--- config.mk ---
export PLATFORM = sky130hd
export DESIGN_NAME = usc_top
export DESIGN_NICKNAME = d
export VERILOG_FILES = /design/src/hdl/usc_pkg.sv /design/src/hdl/usc_top.sv /design/src/hdl/usc_orthogonal_variable_code.sv /design/src/hdl/usc_scr.sv
export SDC_FILE = /design/constraint.sdc
export NUM_CORES = 1
export LEC_CHECK = 0
export ABC_AREA = 1
export CAP_MARGIN = 10
export CORE_ASPECT_RATIO = 0.75
export CORE_MARGIN = 3
export CORE_UTILIZATION = 44
export DETAILED_ROUTE_END_ITERATION = 12
export DONT_BUFFER_PORTS = 1
export GPL_ROUTABILITY_DRIVEN = 0
export PLACE_DENSITY = 0.69
export SYNTH_ARGS = -nofsm -noshare
export SYNTH_HDL_FRONTEND = slang
export SYNTH_SLANG_ARGS = --single-unit
export TNS_END_PERCENT = 100
--- constraint.sdc ---
create_clock -name core_clk_i -period 5 [get_ports core_clk_i]
set_input_delay 0.5 -clock core_clk_i [delete_from_list [all_inputs] [get_ports core_clk_i]]
set_output_delay 0.5 -clock core_clk_i [all_outputs]
set_load 0.1 [all_outputs]
--- src/hdl/usc_pkg.sv ---
package usc_pkg;

  ////////////////////////////////////////////////////////////////////////////
  // register map (byte addresses)
  localparam int USC_AW = 5;
  localparam logic [4:0] USC_OFS_CTRL = 5'h00;
  localparam logic [4:0] USC_OFS_SF = 5'h04;
  localparam logic [4:0] USC_OFS_DCODE = 5'h08;
  localparam logic [4:0] USC_OFS_CCODE = 5'h0c;
  localparam logic [4:0] USC_OFS_GAIN = 5'h10;
  localparam logic [4:0] USC_OFS_SCODE = 5'h14;
  localparam logic [4:0] USC_OFS_STATUS = 5'h18;

  // control register bits
  localparam int USC_CTRL_START_BIT = 0;
  localparam int USC_CTRL_STOP_BIT = 1;

  // status register bit positions
  localparam int USC_ST_RUN_BIT = 0;
  localparam int USC_ST_SYM_BIT = 1;
  localparam int USC_ST_IDX_LSB = 8;

  // field widths
  localparam int USC_SF_W = 4;
  localparam int USC_CODE_W = 8;
  localparam int USC_GAIN_W = 4;
  localparam int USC_SCODE_W = 24;
  localparam int USC_CHIP_W = 6;

  // reset values, and the largest spreading factor (log2)
  localparam logic [3:0] USC_SF_RST = 4'h8;
  localparam logic [7:0] USC_DCODE_RST = 8'h00;
  localparam logic [7:0] USC_CCODE_RST = 8'h01;
  localparam logic [3:0] USC_GAIN_RST = 4'hf;
  localparam logic [23:0] USC_SCODE_RST = 24'h000000;
  localparam logic [3:0] USC_SF_LOG2_MAX = 4'h8;

  // data branch amplitude; the control branch uses gain/15 of it
  localparam logic [5:0] USC_DATA_AMP = 6'h0f;

  ////////////////////////////////////////////////////////////////////////////
  // scrambling generator
  localparam int USC_LFSR_W = 25;
  localparam int USC_X_FB_TAP = 3;
  localparam int USC_Y_FB_TAP1 = 1;
  localparam int USC_Y_FB_TAP2 = 2;
  localparam int USC_Y_FB_TAP3 = 3;
  // tap set giving the in-phase code advanced by 16,777,232 chips
  localparam int USC_XQ_TAP0 = 4;
  localparam int USC_XQ_TAP1 = 7;
  localparam int USC_XQ_TAP2 = 18;
  localparam int USC_YQ_TAP0 = 4;
  localparam int USC_YQ_TAP1 = 6;
  localparam int USC_YQ_TAP2 = 17;
  localparam logic [24:0] USC_Y_INIT = 25'h1ffffff;

  ////////////////////////////////////////////////////////////////////////////
  // state types
  typedef enum logic [0:0] {
    USC_IDLE = 1'b0,
    USC_RUN = 1'b1
  } usc_state_t;

  typedef struct packed {
    logic [24:0] x;
    logic [24:0] y;
    logic c2_hold;
    logic odd;
  } usc_scr_t;

  typedef struct packed {
    usc_state_t state;
    logic wait_req;
    logic [31:0] rdata;
    logic [3:0] sf_log2;
    logic [7:0] dcode;
    logic [7:0] ccode;
    logic [3:0] gain;
    logic [23:0] scode;
    logic have_sym;
    logic dsym;
    logic csym;
    logic [7:0] chip_idx;
    logic ready;
    logic [5:0] chip_re;
    logic [5:0] chip_im;
    logic chip_valid;
  } usc_top_t;

endpackage

--- src/hdl/usc_top.sv ---
`timescale 1ns/1ps
module usc_top (
  input wire logic core_clk_i,
  input wire logic rst_n_i,
  input wire logic [usc_pkg::USC_AW-1:0] avs_address_i,
  input wire logic avs_read_i,
  input wire logic avs_write_i,
  input wire logic [31:0] avs_writedata_i,
  input wire logic [3:0] avs_byteenable_i,
  output logic [31:0] avs_readdata_o,
  output logic avs_waitrequest_o,
  input wire logic data_bit_i,
  input wire logic ctrl_bit_i,
  input wire logic bit_valid_i,
  output logic bit_ready_o,
  output logic [usc_pkg::USC_CHIP_W-1:0] chip_re_o,
  output logic [usc_pkg::USC_CHIP_W-1:0] chip_im_o,
  output logic chip_valid_o
);
  import usc_pkg::*;

  usc_top_t st_r;
  usc_top_t st_nxt;
  logic acc_wr;
  logic acc_rd;
  logic start_go;
  logic stop_go;
  logic adv;
  logic take_bits;
  logic last_chip;
  logic [7:0] sf_mask;
  logic [3:0] sf_eff;
  logic d_code_neg;
  logic c_code_neg;
  logic scr_re_neg;
  logic scr_im_neg;
  logic i_neg;
  logic q_neg;
  logic [5:0] q_amp;
  logic [31:0] wmask;
  logic bus_req;
  logic running;
  logic sf_over;
  logic re_i_neg;
  logic re_q_neg;
  logic im_i_neg;
  logic im_q_neg;
  logic [5:0] re_val;
  logic [5:0] im_val;

  ////////////////////////////////////////////////////////////////////////////
  // helpers

  function automatic logic [5:0] sgn(input logic neg, input logic [5:0] m);
    sgn = neg ? 6'(-m) : m;
  endfunction

  function automatic logic [31:0] merge(input logic [31:0] old,
                                        input logic [31:0] wd,
                                        input logic [31:0] msk);
    merge = (old & ~msk) | (wd & msk);
  endfunction

  // status word: run flag, symbol held, chip index
  function automatic logic [31:0] status_of(input logic run,
                                            input logic sym,
                                            input logic [7:0] idx);
    status_of = 32'h00000000;
    status_of[USC_ST_RUN_BIT] = run;
    status_of[USC_ST_SYM_BIT] = sym;
    status_of[USC_ST_IDX_LSB +: 8] = idx;
  endfunction

  ////////////////////////////////////////////////////////////////////////////
  // bus access decode

  // a write lands on the edge where waitrequest is low; a read is decoded one edge earlier, while it is high
  assign acc_wr = avs_write_i && !st_r.wait_req;
  assign acc_rd = avs_read_i && st_r.wait_req;
  assign bus_req = avs_read_i || avs_write_i;
  for (genvar b = 0; b < 4; b++) begin : g_lane
    assign wmask[8*b +: 8] = {8{avs_byteenable_i[b]}};
  end
  assign start_go = acc_wr && (avs_address_i == USC_OFS_CTRL) &&
                    avs_byteenable_i[0] &&
                    avs_writedata_i[USC_CTRL_START_BIT];
  assign stop_go = acc_wr && (avs_address_i == USC_OFS_CTRL) &&
                   avs_byteenable_i[0] &&
                   avs_writedata_i[USC_CTRL_STOP_BIT];

  ////////////////////////////////////////////////////////////////////////////
  // channelization and scrambling codes

  // spreading factors above the top of the code tree clamp to it
  assign sf_over = (st_r.sf_log2 > USC_SF_LOG2_MAX);
  assign sf_eff = sf_over ? USC_SF_LOG2_MAX : st_r.sf_log2;
  assign sf_mask = 8'((9'h001 << sf_eff) - 9'h001);
  assign last_chip = (st_r.chip_idx == sf_mask);

  ////////////////////////////////////////////////////////////////////////////
  // symbol handshake and chip pacing
  assign running = (st_r.state == USC_RUN);
  assign adv = running && st_r.have_sym;
  assign take_bits = running && st_r.ready && bit_valid_i;

  usc_orthogonal_variable_code u_data_code (
    .sf_log2_i(sf_eff),
    .code_i(st_r.dcode & sf_mask),
    .idx_i(st_r.chip_idx),
    .neg_o(d_code_neg)
  );

  usc_orthogonal_variable_code u_ctrl_code (
    .sf_log2_i(sf_eff),
    .code_i(st_r.ccode & sf_mask),
    .idx_i(st_r.chip_idx),
    .neg_o(c_code_neg)
  );

  usc_scr u_scr (
    .core_clk_i(core_clk_i),
    .rst_n_i(rst_n_i),
    .load_i(start_go),
    .code_i(st_r.scode),
    .adv_i(adv),
    .re_neg_o(scr_re_neg),
    .im_neg_o(scr_im_neg)
  );

  ////////////////////////////////////////////////////////////////////////////
  // spreading and complex scrambling

  // symbol bit 1 is -1, code bit 1 is -1: product is the xor
  assign i_neg = st_r.dsym ^ d_code_neg;
  assign q_neg = st_r.csym ^ c_code_neg;
  // gain setting n gives amplitude n against 15 on the data branch
  assign q_amp = {2'b00, st_r.gain};

  ////////////////////////////////////////////////////////////////////////////
  // complex product (I + jQ)(Sr + jSi), signs as xor

  assign re_i_neg = i_neg ^ scr_re_neg;
  assign re_q_neg = q_neg ^ scr_im_neg;
  assign im_i_neg = i_neg ^ scr_im_neg;
  assign im_q_neg = q_neg ^ scr_re_neg;
  // real part takes -Q*Si, imaginary part +Q*Sr
  assign re_val = 6'(sgn(re_i_neg, USC_DATA_AMP) - sgn(re_q_neg, q_amp));
  assign im_val = 6'(sgn(im_i_neg, USC_DATA_AMP) + sgn(im_q_neg, q_amp));

  ////////////////////////////////////////////////////////////////////////////
  // next state

  always_comb begin
    st_nxt = st_r;
    st_nxt.chip_valid = 1'b0;
    // one wait cycle per access, then release
    if (st_r.wait_req) begin
      st_nxt.wait_req = !bus_req;
    end else begin
      st_nxt.wait_req = 1'b1;
    end
    // register reads
    if (acc_rd) begin
      case (avs_address_i)
        USC_OFS_SF: begin
          st_nxt.rdata = {28'h0000000, st_r.sf_log2};
        end
        USC_OFS_DCODE: begin
          st_nxt.rdata = {24'h000000, st_r.dcode};
        end
        USC_OFS_CCODE: begin
          st_nxt.rdata = {24'h000000, st_r.ccode};
        end
        USC_OFS_GAIN: begin
          st_nxt.rdata = {28'h0000000, st_r.gain};
        end
        USC_OFS_SCODE: begin
          st_nxt.rdata = {8'h00, st_r.scode};
        end
        USC_OFS_STATUS: begin
          st_nxt.rdata = status_of(running, st_r.have_sym, st_r.chip_idx);
        end
        default: begin
          st_nxt.rdata = 32'h00000000;
        end
      endcase
    end
    // register writes
    if (acc_wr) begin
      case (avs_address_i)
        USC_OFS_SF: begin
          st_nxt.sf_log2 = 4'(merge(32'(st_r.sf_log2), avs_writedata_i,
                                    wmask));
        end
        USC_OFS_DCODE: begin
          st_nxt.dcode = 8'(merge(32'(st_r.dcode), avs_writedata_i,
                                  wmask));
        end
        USC_OFS_CCODE: begin
          st_nxt.ccode = 8'(merge(32'(st_r.ccode), avs_writedata_i,
                                  wmask));
        end
        USC_OFS_GAIN: begin
          st_nxt.gain = 4'(merge(32'(st_r.gain), avs_writedata_i,
                                 wmask));
        end
        USC_OFS_SCODE: begin
          st_nxt.scode = 24'(merge(32'(st_r.scode), avs_writedata_i,
                                   wmask));
        end
        default: begin
        end
      endcase
    end
    // chip generation
    if (adv) begin
      st_nxt.chip_re = re_val;
      st_nxt.chip_im = im_val;
      st_nxt.chip_valid = 1'b1;
      if (last_chip) begin
        st_nxt.have_sym = 1'b0;
        st_nxt.chip_idx = 8'h00;
      end else begin
        st_nxt.chip_idx = 8'(st_r.chip_idx + 8'h01);
      end
    end
    // a new symbol restarts the code word at its first chip
    if (take_bits) begin
      st_nxt.have_sym = 1'b1;
      st_nxt.dsym = data_bit_i;
      st_nxt.csym = ctrl_bit_i;
      st_nxt.chip_idx = 8'h00;
    end
    case (st_r.state)
      USC_IDLE: begin
        if (start_go) begin
          st_nxt.state = USC_RUN;
        end
      end
      USC_RUN: begin
        if (stop_go) begin
          st_nxt.state = USC_IDLE;
        end
      end
      default: begin
        st_nxt.state = USC_IDLE;
      end
    endcase
    // start or stop drops any held symbol
    if (start_go || stop_go) begin
      st_nxt.have_sym = 1'b0;
      st_nxt.chip_idx = 8'h00;
      st_nxt.chip_valid = 1'b0;
    end
    st_nxt.ready = (st_nxt.state == USC_RUN) && !st_nxt.have_sym;
  end

  always_ff @(posedge core_clk_i) begin
    if (!rst_n_i) begin
      st_r <= '0;
      st_r.state <= USC_IDLE;
      st_r.wait_req <= 1'b1;
      st_r.sf_log2 <= USC_SF_RST;
      st_r.dcode <= USC_DCODE_RST;
      st_r.ccode <= USC_CCODE_RST;
      st_r.gain <= USC_GAIN_RST;
      st_r.scode <= USC_SCODE_RST;
      st_r.rdata <= 32'h00000000;
      st_r.ready <= 1'b0;
      st_r.chip_valid <= 1'b0;
    end else begin
      st_r <= st_nxt;
    end
  end

  ////////////////////////////////////////////////////////////////////////////
  // outputs

  assign avs_readdata_o = st_r.rdata;
  assign avs_waitrequest_o = st_r.wait_req;
  assign bit_ready_o = st_r.ready;
  assign chip_re_o = st_r.chip_re;
  assign chip_im_o = st_r.chip_im;
  assign chip_valid_o = st_r.chip_valid;

endmodule

--- src/hdl/usc_orthogonal_variable_code.sv ---
`timescale 1ns/1ps
module usc_orthogonal_variable_code (
  input wire logic [3:0] sf_log2_i,
  input wire logic [7:0] code_i,
  input wire logic [7:0] idx_i,
  output logic neg_o
);
  import usc_pkg::*;

  // code bit b pairs with chip index bit (n-1-b): one tree level per pair
  always_comb begin
    neg_o = 1'b0;
    for (int b = 0; b < 8; b++) begin
      if (b < int'(sf_log2_i)) begin
        neg_o = neg_o ^ (code_i[b] & idx_i[int'(sf_log2_i) - 1 - b]);
      end
    end
  end

endmodule

--- src/hdl/usc_scr.sv ---
`timescale 1ns/1ps
module usc_scr (
  input wire logic core_clk_i,
  input wire logic rst_n_i,
  input wire logic load_i,
  input wire logic [23:0] code_i,
  input wire logic adv_i,
  output logic re_neg_o,
  output logic im_neg_o
);
  import usc_pkg::*;

  usc_scr_t st_r;
  usc_scr_t st_nxt;
  logic c1;
  logic c2;
  logic c2_dec;

  // gold codes: sum of the two m-sequences
  assign c1 = st_r.x[0] ^ st_r.y[0];
  assign c2 = st_r.x[USC_XQ_TAP0] ^ st_r.x[USC_XQ_TAP1] ^
              st_r.x[USC_XQ_TAP2] ^ st_r.y[USC_YQ_TAP0] ^
              st_r.y[USC_YQ_TAP1] ^ st_r.y[USC_YQ_TAP2];
  assign c2_dec = st_r.odd ? st_r.c2_hold : c2;
  // bit 1 means -1; w0 is all +1, w1 is -1 on odd chips
  assign re_neg_o = c1;
  assign im_neg_o = c1 ^ c2_dec ^ st_r.odd;

  always_comb begin
    st_nxt = st_r;
    if (load_i) begin
      st_nxt.x = {1'b1, code_i};
      st_nxt.y = USC_Y_INIT;
      st_nxt.odd = 1'b0;
      st_nxt.c2_hold = 1'b0;
    end else if (adv_i) begin
      // free running: no restart inside the burst
      st_nxt.x = {st_r.x[0] ^ st_r.x[USC_X_FB_TAP],
                  st_r.x[24:1]};
      st_nxt.y = {st_r.y[0] ^ st_r.y[USC_Y_FB_TAP1] ^
                  st_r.y[USC_Y_FB_TAP2] ^ st_r.y[USC_Y_FB_TAP3],
                  st_r.y[24:1]};
      st_nxt.odd = ~st_r.odd;
      if (!st_r.odd) begin
        st_nxt.c2_hold = c2;
      end
    end
  end

  always_ff @(posedge core_clk_i) begin
    if (!rst_n_i) begin
      st_r <= '0;
    end else begin
      st_r <= st_nxt;
    end
  end

endmodule

==> results of run 1 <==
-- synthesized netlist by cell type (2+ instances only) --
| cell type | number | area [sq um] |
|---|---|---|
| a31oi_1 | 41 | 257 |
| buf_6 | 4 | 45.0 |
| o211ai_1 | 8 | 60.1 |
| o21ai_0 | 85 | 425 |
| xor2_1 | 22 | 193 |
| nand2_4 | 6 | 67.6 |
| clkbuf_1 | 46 | 173 |
| ha_1 | 15 | 188 |
| o22ai_1 | 13 | 81.3 |
| dfxtp_1 | 150 | 3000 |
| nor2_1 | 84 | 315 |
| nor3_1 | 11 | 55.1 |
| a21oi_1 | 76 | 380 |
| nor4_1 | 3 | 18.8 |
| buf_4 | 44 | 330 |
| xnor2_1 | 9 | 78.8 |
| nand2_1 | 280 | 1050 |
| nand4_1 | 10 | 62.6 |
| nand3b_1 | 7 | 52.6 |
| nand2_2 | 17 | 106 |
| clkinv_1 | 2 | 7.51 |
| inv_1 | 97 | 364 |
| buf_1 | 2 | 7.51 |
| inv_2 | 8 | 30.0 |
| nand3_2 | 5 | 50.1 |
| nand3_1 | 141 | 706 |
| nor2_2 | 4 | 25.0 |
| xor2_2 | 3 | 48.8 |
-- cell type report --
type	count	share of cell area [%]
Clock buffer	19	4.89
Clock inverter	13	1.54
Inverter	107	4.54
Multi-Input combinational cell	863	50.2
Sequential cell	150	34.0
Tap cell	242	3.42
Timing Repair Buffer	17	1.44
-- cell usage in the layout, fill, tap and decap left out, types with 5 or more instances in the layout --
cell type and instances:
nor2_2 6, dfxtp_1 146, xor2_1 22, nor3_1 11
a21oi_1 76, clkbuf_16 17, inv_2 10, conb_1 8
ha_1 14, nand4_1 10, nand3b_1 7, nand2_2 19
a31oi_1 41, nand3_1 141, inv_1 96, buf_4 17
xnor2_1 9, nor2_1 81, nand2_1 278, o22ai_1 13
nand3_2 5, o211ai_1 8, o21ai_0 85
-- worst min path at each step --
| stage | to | depth (start not counted) | startpoint | slack, ns |
|---|---|---|---|---|
| finish | avs_waitrequest_o$_SDFF_PN1_ | 1 | rst_n_i | 0.16 |
| global route | avs_waitrequest_o$_SDFF_PN1_ | 1 | rst_n_i | 0.17 |
| CTS | avs_waitrequest_o$_SDFF_PN1_ | 1 | rst_n_i | 0.15 |
| detailed placement | avs_readdata_o[21]$_SDFFE_PN0P_ | 2 | flip-flop | 0.46 |
| global placement | u_scr.st_r[0]$_SDFFE_PP0P_ | 2 | u_scr.st_r[0]$_SDFFE_PP0P_ | 0.45 |
| floorplan | flip-flop | 2 | flip-flop | 0.44 |
-- repair_timing --
item,in CTS,in global routing
buffers inserted,0,6
gates resized for setup,0,12
hold buffers,0,0
setup endpoints to repair,0,3
-- logic make-up (layout without fill, tap and decap cells) --
kind of cell | Yosys count | count (layout) | synth area share [%]
adder cells (fa/ha/maj) | 16 | 16 | 2.49
flip-flops | 150 | 150 | 36.1
XOR/XNOR | 34 | 34 | 3.85
buffers and inverters | 203 | 156 | 11.5
other | 1 | 8 | 0.0450
AO/OA/AOI/OAI | 232 | 232 | 15.3
AND/OR/NAND/NOR | 572 | 572 | 30.6
multiplexers | 1 | 1 | 0.120
-- routing by layer --
metal / up-vias / GRT usage [%] / share of wire, %
met1: 3530 / 32.8 / 48
li1: 3862 / - / -
met5: - / 0 / 0
met3: 33 / 7.04 / 11
met4: 0 / 6.46 / 1.5
met2: 301 / 28.7 / 39
-- power by group through the flow --
stage	clock network, W	logic, W	registers [W]
after floorplan	0	0.000124	0.00124
after global placement	0	0.0000856	0.00127
after detailed placement	0	0.0000857	0.00127
after CTS	0.00128	0.0000862	0.00125
after global routing	0.00132	0.0000963	0.00125
final	0.00125	0.0000884	0.00125
-- per-stage QoR --
step                std cells  TNS (ns)  setup slack, ns  hold slack [ns]
finish                   1411         0            0.351            0.163
global route             1411   -0.0774          -0.0774            0.172
CTS                      1405         0            0.200            0.148
detailed placement       1373         0            0.214            0.455
global placement         1373         0            0.305            0.449
floorplan                1216         0            0.635            0.439
-- worst max-delay path: cells and delay by family (launching register included) --
kind / cells / cell delay (ns)
AOI/OAI and AO/OA: 5 / 0.48
buffers and inverters: 3 / 0.15
xor gates and xnor gates: 1 / 0.16
adders and majority gates: 4 / 1.05
DFF: 1 / 0.38
and+or+nand+nor: 19 / 2.33
==> qor.csv, run 1 <==
metric,value,unit
async set or reset register ratio after synthesis,0,%
"slowest stage delay, CP",0.40,ns
P&R area growth vs syn,6.33,%
Root Buffer,clkbuf_16,
Post-synth top flop,dfxtp_1,
r2r endpoint,chip_re_o[5]$_SDFFE_PN0P_,
final setup vio count,0,
TritonCTS clock tree,done,
vias in the first global route,6915,
switching power total,0.000668,W
Port-buffer cells,0,
sequential fraction of the synthesis area,36.1,%
max-cap check violation count,0,
Final period util,93.0,%
clock sink count,150,
CP max stage cell,fa_1,
cts bufs inserted,17,
R2R depth,32,
fin crit period,4.65,ns
Register Area,3010,sq um
Synth cell types,44,
post-DP HPWL,16.0,mm
"FF+latch count, synth",150,
Clk pwr share,48.5,%
Setup CP Type,reg -> reg,
drt initial violations,762,
CP startpoint kind,flip-flop,
mapped cell area,8330,sq um
CP max FO,17,
first-pass GRT wire length,35.8,mm
Mapped Avg Cell Area,6.89,sq um
Seq pwr share,48.1,%
Synth Warn #,0,
DRC errors left,0,
H-tree levels,4,
internal power,0.00192,W
Setup crit end,chip_re_o[5]$_SDFFE_PN0P_,
Critical Path AT,4.97,ns
Avg WL per Cell,15.7,um
Pwr per Cell Area,292,nW/um^2
row count,42,
CTS Buffer Depth,2,
die area,20600,sq um
Mapped Cells,1209,
via count,7726,
largest net degree at the start of global routing,70,
grt ovf,0,
post-layout power,0.00259,W
"CTS clk-pin slew, worst paths",0.06,ns
Net Sw Frac,25.8,%
die extent in x,165,um
initial antenna violation count,0,
run status,finished clean,
drt via density,5.48,
insertion delay to the later sink of the worst-skew pair,0.43,ns
final wirelength,22.2,mm
Post-synth EDFFs,0,
data required time of the worst path,5.33,ns
"antenna viol nets, final",0,
Logic pwr share,3.4,%
core area,18100,sq um
design area,8850,sq um
share of layout cells above drive strength 1,9.15,%
worst hold path class,in -> reg,
Total GRT Usage,21.6,%
multi-input logic area,4450,sq um
cell mode on critical path,nand3_1,
f_max,215,MHz
placed inst area,8190,sq um
Setup Skew,0.0111,ns
VDD IR max,0.233,mV
n_diodes,0,
starting density of the core,46.1,%
Worst R2R Setup Slack,0.35,ns
Fillers,1847,
final hold vios,0,
Slew HR,28.1,%
First-pass DRT Iterations,5,
Least-Margin Pin Slew,1.08,ns
Post-layout nets,1220,
Finished Core Util,49.0,%
Worst Setup End Kind,flip-flop,
io pins,95,
fin. max-slew vios,0,
leakage,3.50,nW
die height,125,um
(Power assumes the default switching activity.)
==> run 2: changes to the inputs <==
--- a/config.mk
+++ b/config.mk
@@ -7,7 +7,7 @@
 export LEC_CHECK = 0
 export ABC_AREA = 1
 export CAP_MARGIN = 10
-export CORE_ASPECT_RATIO = 0.75
+export CORE_ASPECT_RATIO = 1.25
 export CORE_MARGIN = 3
 export CORE_UTILIZATION = 44
 export DETAILED_ROUTE_END_ITERATION = 12
==> qor.csv, run 2 (synthesis gave the netlist of run 1 again) <==
metric,value,unit,change
run status,finished clean,,unchanged
data required time of the worst path,5.33,ns,about the same
P&R area growth vs syn,6.07,%,was 6.33%
Logic pwr share,3.2,%,was 3.4%
drt initial violations,552,,was 762
Setup CP Type,reg -> reg,,unchanged
largest net degree at the start of global routing,73,,was 70
Avg WL per Cell,15.3,um,was 15.7 um
grt ovf,0,,unchanged
fin crit period,4.64,ns,was 4.65 ns
Worst Setup End Kind,flip-flop,,unchanged
final hold vios,0,,unchanged
post-DP HPWL,15.0,mm,was 16.0 mm
most frequent cells in the layout,"279 x nand2_1, 147 x dfxtp_1, 141 x nand3_1",,"was 278 x nand2_1, 146 x dfxtp_1, 141 x nand3_1"
Port-buffer cells,0,,unchanged
placed inst area,8180,sq um,was 8190 sq um
share of layout cells above drive strength 1,8.67,%,was 9.15%
final wirelength,21.3,mm,was 22.2 mm
Total GRT Usage,20.9,%,was 21.6%
clock sink count,150,,unchanged
CTS Buffer Depth,2,,unchanged
Least-Margin Pin Slew,1.10,ns,was 1.08 ns
insertion delay to the later sink of the worst-skew pair,0.43,ns,about the same
"antenna viol nets, final",0,,unchanged
VDD IR max,0.270,mV,was 0.233 mV
via count,7523,,was 7726
io pins,95,,unchanged
row count,55,,was 42
Root Buffer,clkbuf_16,,unchanged
Seq pwr share,47.0,%,was 48.1%
"CTS clk-pin slew, worst paths",0.06,ns,about the same
Clk pwr share,49.8,%,was 48.5%
leakage,3.50,nW,about the same
f_max,216,MHz,was 215 MHz
Final period util,92.8,%,was 93.0%
Setup TNS Final,0,ns,unchanged
starting density of the core,45.3,%,was 46.1%
H-tree levels,4,,unchanged
core area,18400,sq um,was 18100 sq um
first-pass GRT wire length,35.1,mm,was 35.8 mm
fin. max-slew vios,0,,unchanged
Slew HR,26.3,%,was 28.1%
Fillers,1849,,was 1847
final setup vio count,0,,unchanged
CP max stage cell,fa_1,,unchanged
vias in the first global route,7070,,was 6915
Net Sw Frac,24.4,%,was 25.8%
initial antenna violation count,0,,unchanged
CP max FO,15,,was 17
design area,8830,sq um,was 8850 sq um
n_diodes,0,,unchanged
First-pass DRT Iterations,5,,unchanged
RSZ-0062 raised after global routing,no,,
max-cap check violation count,0,,unchanged
Pwr per Cell Area,300,nW/um^2,was 292 nW/um^2
DRC errors left,0,,unchanged
die extent in x,129,um,was 165 um
drt via density,5.40,,was 5.48
"slowest stage delay, CP",0.41,ns,was 0.40 ns
worst hold path class,in -> reg,,unchanged
internal power,0.00200,W,was 0.00192 W
die area,20600,sq um,about the same
TritonCTS clock tree,done,,unchanged
switching power total,0.000645,W,was 0.000668 W
CP startpoint kind,flip-flop,,unchanged
die height,160,um,was 125 um
Setup Skew,0.00646,ns,was 0.0111 ns
cts bufs inserted,17,,unchanged
"most common cell after layout, fill and taps aside",nand2_1,,unchanged
Critical Path AT,4.97,ns,about the same
Post-layout nets,1216,,was 1220
run 2: cell count changes in the layout (fill, tap and decap cells not counted), moves of 2 or more:
cell      delta
buf_4        -4
clkbuf_8     +3
clkinv_4     +3
dfxtp_2      -3
dfxtp_4      +2
inv_6        -2
inv_8        -2
run 2: per-stage QoR:
step | util, % | cells | worst slack [ns] | hold slack (ns) | total power, W
after CTS | 47.8 | 1392 | 0.228 | 0.164 | 0.00267
after floorplan | - | 1216 | 0.635 | 0.439 | 0.00136
final | 48.1 | 1393 | 0.362 | 0.185 | 0.00265
after detailed placement | 44.5 | 1360 | 0.262 | 0.453 | 0.00136
after global placement | 44.5 | 1360 | 0.331 | 0.448 | 0.00136
after global routing | 48.1 | 1393 | 0.00536 | 0.178 | 0.00272
run 2: layout make-up:
cell class / count / area [sq um] / share of cell area (%)
clock buffers: 21 / 470 / 5.33
clock inverters: 11 / 140 / 1.59
inverters: 107 / 402 / 4.55
multi-input cells: 863 / 4430 / 50.1
flip-flops and latches: 150 / 3010 / 34.1
well taps: 228 / 285 / 3.23
repair buffers: 13 / 97.6 / 1.10
run 2: timing repair:
| action | 4_1_cts | 5_1_grt |
|---|---|---|
| buffers inserted | 0 | 1 |
| gates resized for setup | 0 | 9 |
| endpoints found under the hold margin | 0 | 0 |
| endpoints found under the setup margin | 0 | 2 |
| hold buffers | 0 | 0 |
run 2: metal layers:
metal,part of all wire (%),global-route usage (%),wire (um)
met5,0,0,0
met4,3.2,9.46,692
met3,6.7,5.69,1430
met2,46,32.4,9900
met1,44,26.9,9280
run 2: critical path: cells and delay by family (launching register included):
kind | cells | cell delay [ns]
AOI/OAI and AO/OA | 5 | 0.49
xor gates and xnor gates | 1 | 0.15
adders and majority gates | 4 | 1.05
buffers and inverters | 3 | 0.16
DFF | 1 | 0.39
and+or+nand+nor | 19 | 2.28
run 2: worst paths after layout:
check                                                  endpoint        from  depth (start not counted)  slack, ns
worst min register to register  avs_readdata_o[17]$_SDFFE_PN0P_   flip-flop                          2       0.47
worst max register to register        chip_re_o[5]$_SDFFE_PN0P_   flip-flop                         32       0.36
worst min-delay path               avs_waitrequest_o$_SDFF_PN1_  avs_read_i                          1       0.18
worst max-delay path                  chip_re_o[5]$_SDFFE_PN0P_   flip-flop                         32       0.36
run 2: power groups by stage:
stage                     Clock [W]  Combinational, W  Sequential [W]
after floorplan                   0          0.000124         0.00124
after global placement            0         0.0000839         0.00127
after detailed placement          0         0.0000848         0.00127
after CTS                   0.00134         0.0000852         0.00125
after global routing        0.00139         0.0000941         0.00124
final                       0.00132         0.0000859         0.00124
==> run 3: changes to the inputs <==
--- a/config.mk
+++ b/config.mk
@@ -6,14 +6,14 @@
 export NUM_CORES = 1
 export LEC_CHECK = 0
 export ABC_AREA = 1
+export BUFFER_PORTS_ARGS = -buffer_cell sky130_fd_sc_hd__buf_2
 export CAP_MARGIN = 10
 export CORE_ASPECT_RATIO = 1.25
 export CORE_MARGIN = 3
 export CORE_UTILIZATION = 44
 export DETAILED_ROUTE_END_ITERATION = 12
-export DONT_BUFFER_PORTS = 1
 export GPL_ROUTABILITY_DRIVEN = 0
-export PLACE_DENSITY = 0.69
+export PLACE_DENSITY = 0.73
 export SYNTH_ARGS = -nofsm -noshare
 export SYNTH_HDL_FRONTEND = slang
 export SYNTH_SLANG_ARGS = --single-unit
==> qor.csv, run 3 (synthesis gave the netlist of run 1 again) <==
metric,value,unit,change
busiest layer in global routing,met2,,unchanged
post-DP HPWL,15.3,mm,was 15.0 mm
TritonCTS clock tree,done,,unchanged
Root Buffer,clkbuf_16,,unchanged
Worst Setup End Kind,flip-flop,,unchanged
"CTS clk-pin slew, worst paths",0.06,ns,about the same
run status,finished clean,,unchanged
CP max FO,15,,unchanged
Post-layout nets,1294,,was 1216
Critical Path AT,4.92,ns,was 4.97 ns
grt ovf,0,,unchanged
share of layout cells above drive strength 1,14.1,%,was 8.67%
Avg WL per Cell,14.5,um,was 15.3 um
Clk pwr share,47.6,%,was 49.8%
Register Area,3010,sq um,about the same
insertion delay to the later sink of the worst-skew pair,0.43,ns,about the same
switching power total,0.000665,W,was 0.000645 W
core area,18400,sq um,unchanged
die extent in x,129,um,unchanged
row count,55,,unchanged
H-tree levels,4,,unchanged
fin. max-slew vios,0,,unchanged
"antenna viol nets, final",0,,unchanged
Setup Skew,0.0180,ns,was 0.00646 ns
max-cap check violation count,0,,unchanged
fin crit period,4.61,ns,was 4.64 ns
DRC errors left,0,,unchanged
met1 Use GR,27.9,%,was 26.9%
setup ws final,0.394,ns,was 0.362 ns
"most common cell after layout, fill and taps aside",nand2_1,,unchanged
n_diodes,0,,unchanged
met3 usage,3.95,%,was 5.69%
data required time of the worst path,5.32,ns,was 5.33 ns
cts bufs inserted,17,,unchanged
VDD IR max,0.277,mV,was 0.270 mV
largest net degree at the start of global routing,70,,was 73
io pins,95,,unchanged
Port-buffer cells,77,,was 0
RSZ-0062 raised after global routing,no,,unchanged
met2 usage,32.9,%,was 32.4%
final hold vios,0,,unchanged
Final period util,92.1,%,was 92.8%
pre-CTS WS,0.256,ns,was 0.262 ns
Fillers,1813,,was 1849
die height,160,um,unchanged
Pwr per Cell Area,283,nW/um^2,was 300 nW/um^2
First-pass DRT Iterations,6,,was 5
final setup vio count,0,,unchanged
Total GRT Usage,20.7,%,was 20.9%
drt via density,5.39,,was 5.40
Least-Margin Pin Slew,1.11,ns,was 1.10 ns
CP max stage cell,fa_1,,unchanged
Net Sw Frac,25.5,%,was 24.4%
first-pass GRT wire length,35.0,mm,was 35.1 mm
initial antenna violation count,0,,unchanged
P&R area growth vs syn,10.3,%,was 6.07%
Setup CP Type,reg -> reg,,unchanged
drt initial violations,687,,was 552
vias in the first global route,7099,,was 7070
"slowest stage delay, CP",0.41,ns,about the same
final wirelength,21.3,mm,about the same
internal power,0.00194,W,was 0.00200 W
CTS Buffer Depth,2,,unchanged
Slew HR,26.0,%,was 26.3%
Logic pwr share,6.1,%,was 3.2%
clock sink count,150,,unchanged
leakage,3.85,nW,was 3.50 nW
Seq pwr share,46.3,%,was 47.0%
worst hold path class,in -> reg,,unchanged
f_max,217,MHz,was 216 MHz
starting density of the core,45.3,%,unchanged
via count,7925,,was 7523
die area,20600,sq um,unchanged
most frequent cells in the layout,"278 x nand2_1, 148 x dfxtp_1, 141 x nand3_1",,"was 279 x nand2_1, 147 x dfxtp_1, 141 x nand3_1"
multi-input logic area,4430,sq um,about the same
cell mode on critical path,nand2_1,,
CP startpoint kind,flip-flop,,unchanged
Setup TNS Final,0,ns,unchanged
run 3: metrics by stage:
stage               util (%)  total power [W]  hold slack [ns]  std cells  instance area (sq um)
global placement        46.5          0.00139            0.448       1435                   8550
CTS                     49.6          0.00262            0.275       1467                   9110
detailed placement      46.5          0.00139            0.453       1435                   8550
floorplan                  -          0.00136            0.439       1216                   8350
finish                  50.0          0.00260            0.279       1471                   9180
global route            50.0          0.00269            0.296       1471                   9180
run 3: timing repair:
action | 4_1_cts | 5_1_grt
gates resized for setup | 0 | 9
setup endpoints to repair | 0 | 2
hold endpoints to repair | 0 | 0
hold buffers | 0 | 0
buffers inserted | 0 | 4
run 3: cell type report:
class                   instances  share of cell area (%)
multi-input cells             863                    48.3
flip-flops and latches        150                    32.8
repair buffers                 91                    5.34
clock buffers                  20                    4.86
inverters                     107                    4.37
well taps                     228                    3.11
clock inverters                12                    1.29
run 3: worst max-delay path: cells and delay by family, from the launching register on:
kind                     cells  cell delay [ns]
flip-flops                   1             0.39
adder cells (fa/ha/maj)      4             1.05
XOR/XNOR                     2             0.35
buffers and inverters        4             0.25
AO/OA/AOI/OAI                5             0.53
AND/OR/NAND/NOR             19             1.95
run 3: layer usage:
metal	share of wire [%]	wire length [um]
met4	2.4	516
met1	45	9510
met5	0	0
met2	47	9940
met3	6.4	1360
run 3: worst paths after layout:
path | from | to | slack (ns) | cells after the start
max | flip-flop | chip_re_o[5]$_SDFFE_PN0P_ | 0.39 | 34
max reg2reg | flip-flop | chip_re_o[5]$_SDFFE_PN0P_ | 0.39 | 34
min | avs_read_i | avs_waitrequest_o$_SDFF_PN1_ | 0.28 | 2
min reg2reg | flip-flop | avs_readdata_o[18]$_SDFFE_PN0P_ | 0.47 | 2
run 3: power groups by stage:
stage / clock network [W] / logic (W) / registers [W]
after global placement: 0 / 0.000157 / 0.00123
after detailed placement: 0 / 0.000158 / 0.00123
final: 0.00124 / 0.000159 / 0.00120
after floorplan: 0 / 0.000124 / 0.00124
after global routing: 0.00131 / 0.000170 / 0.00121
after CTS: 0.00125 / 0.000158 / 0.00121
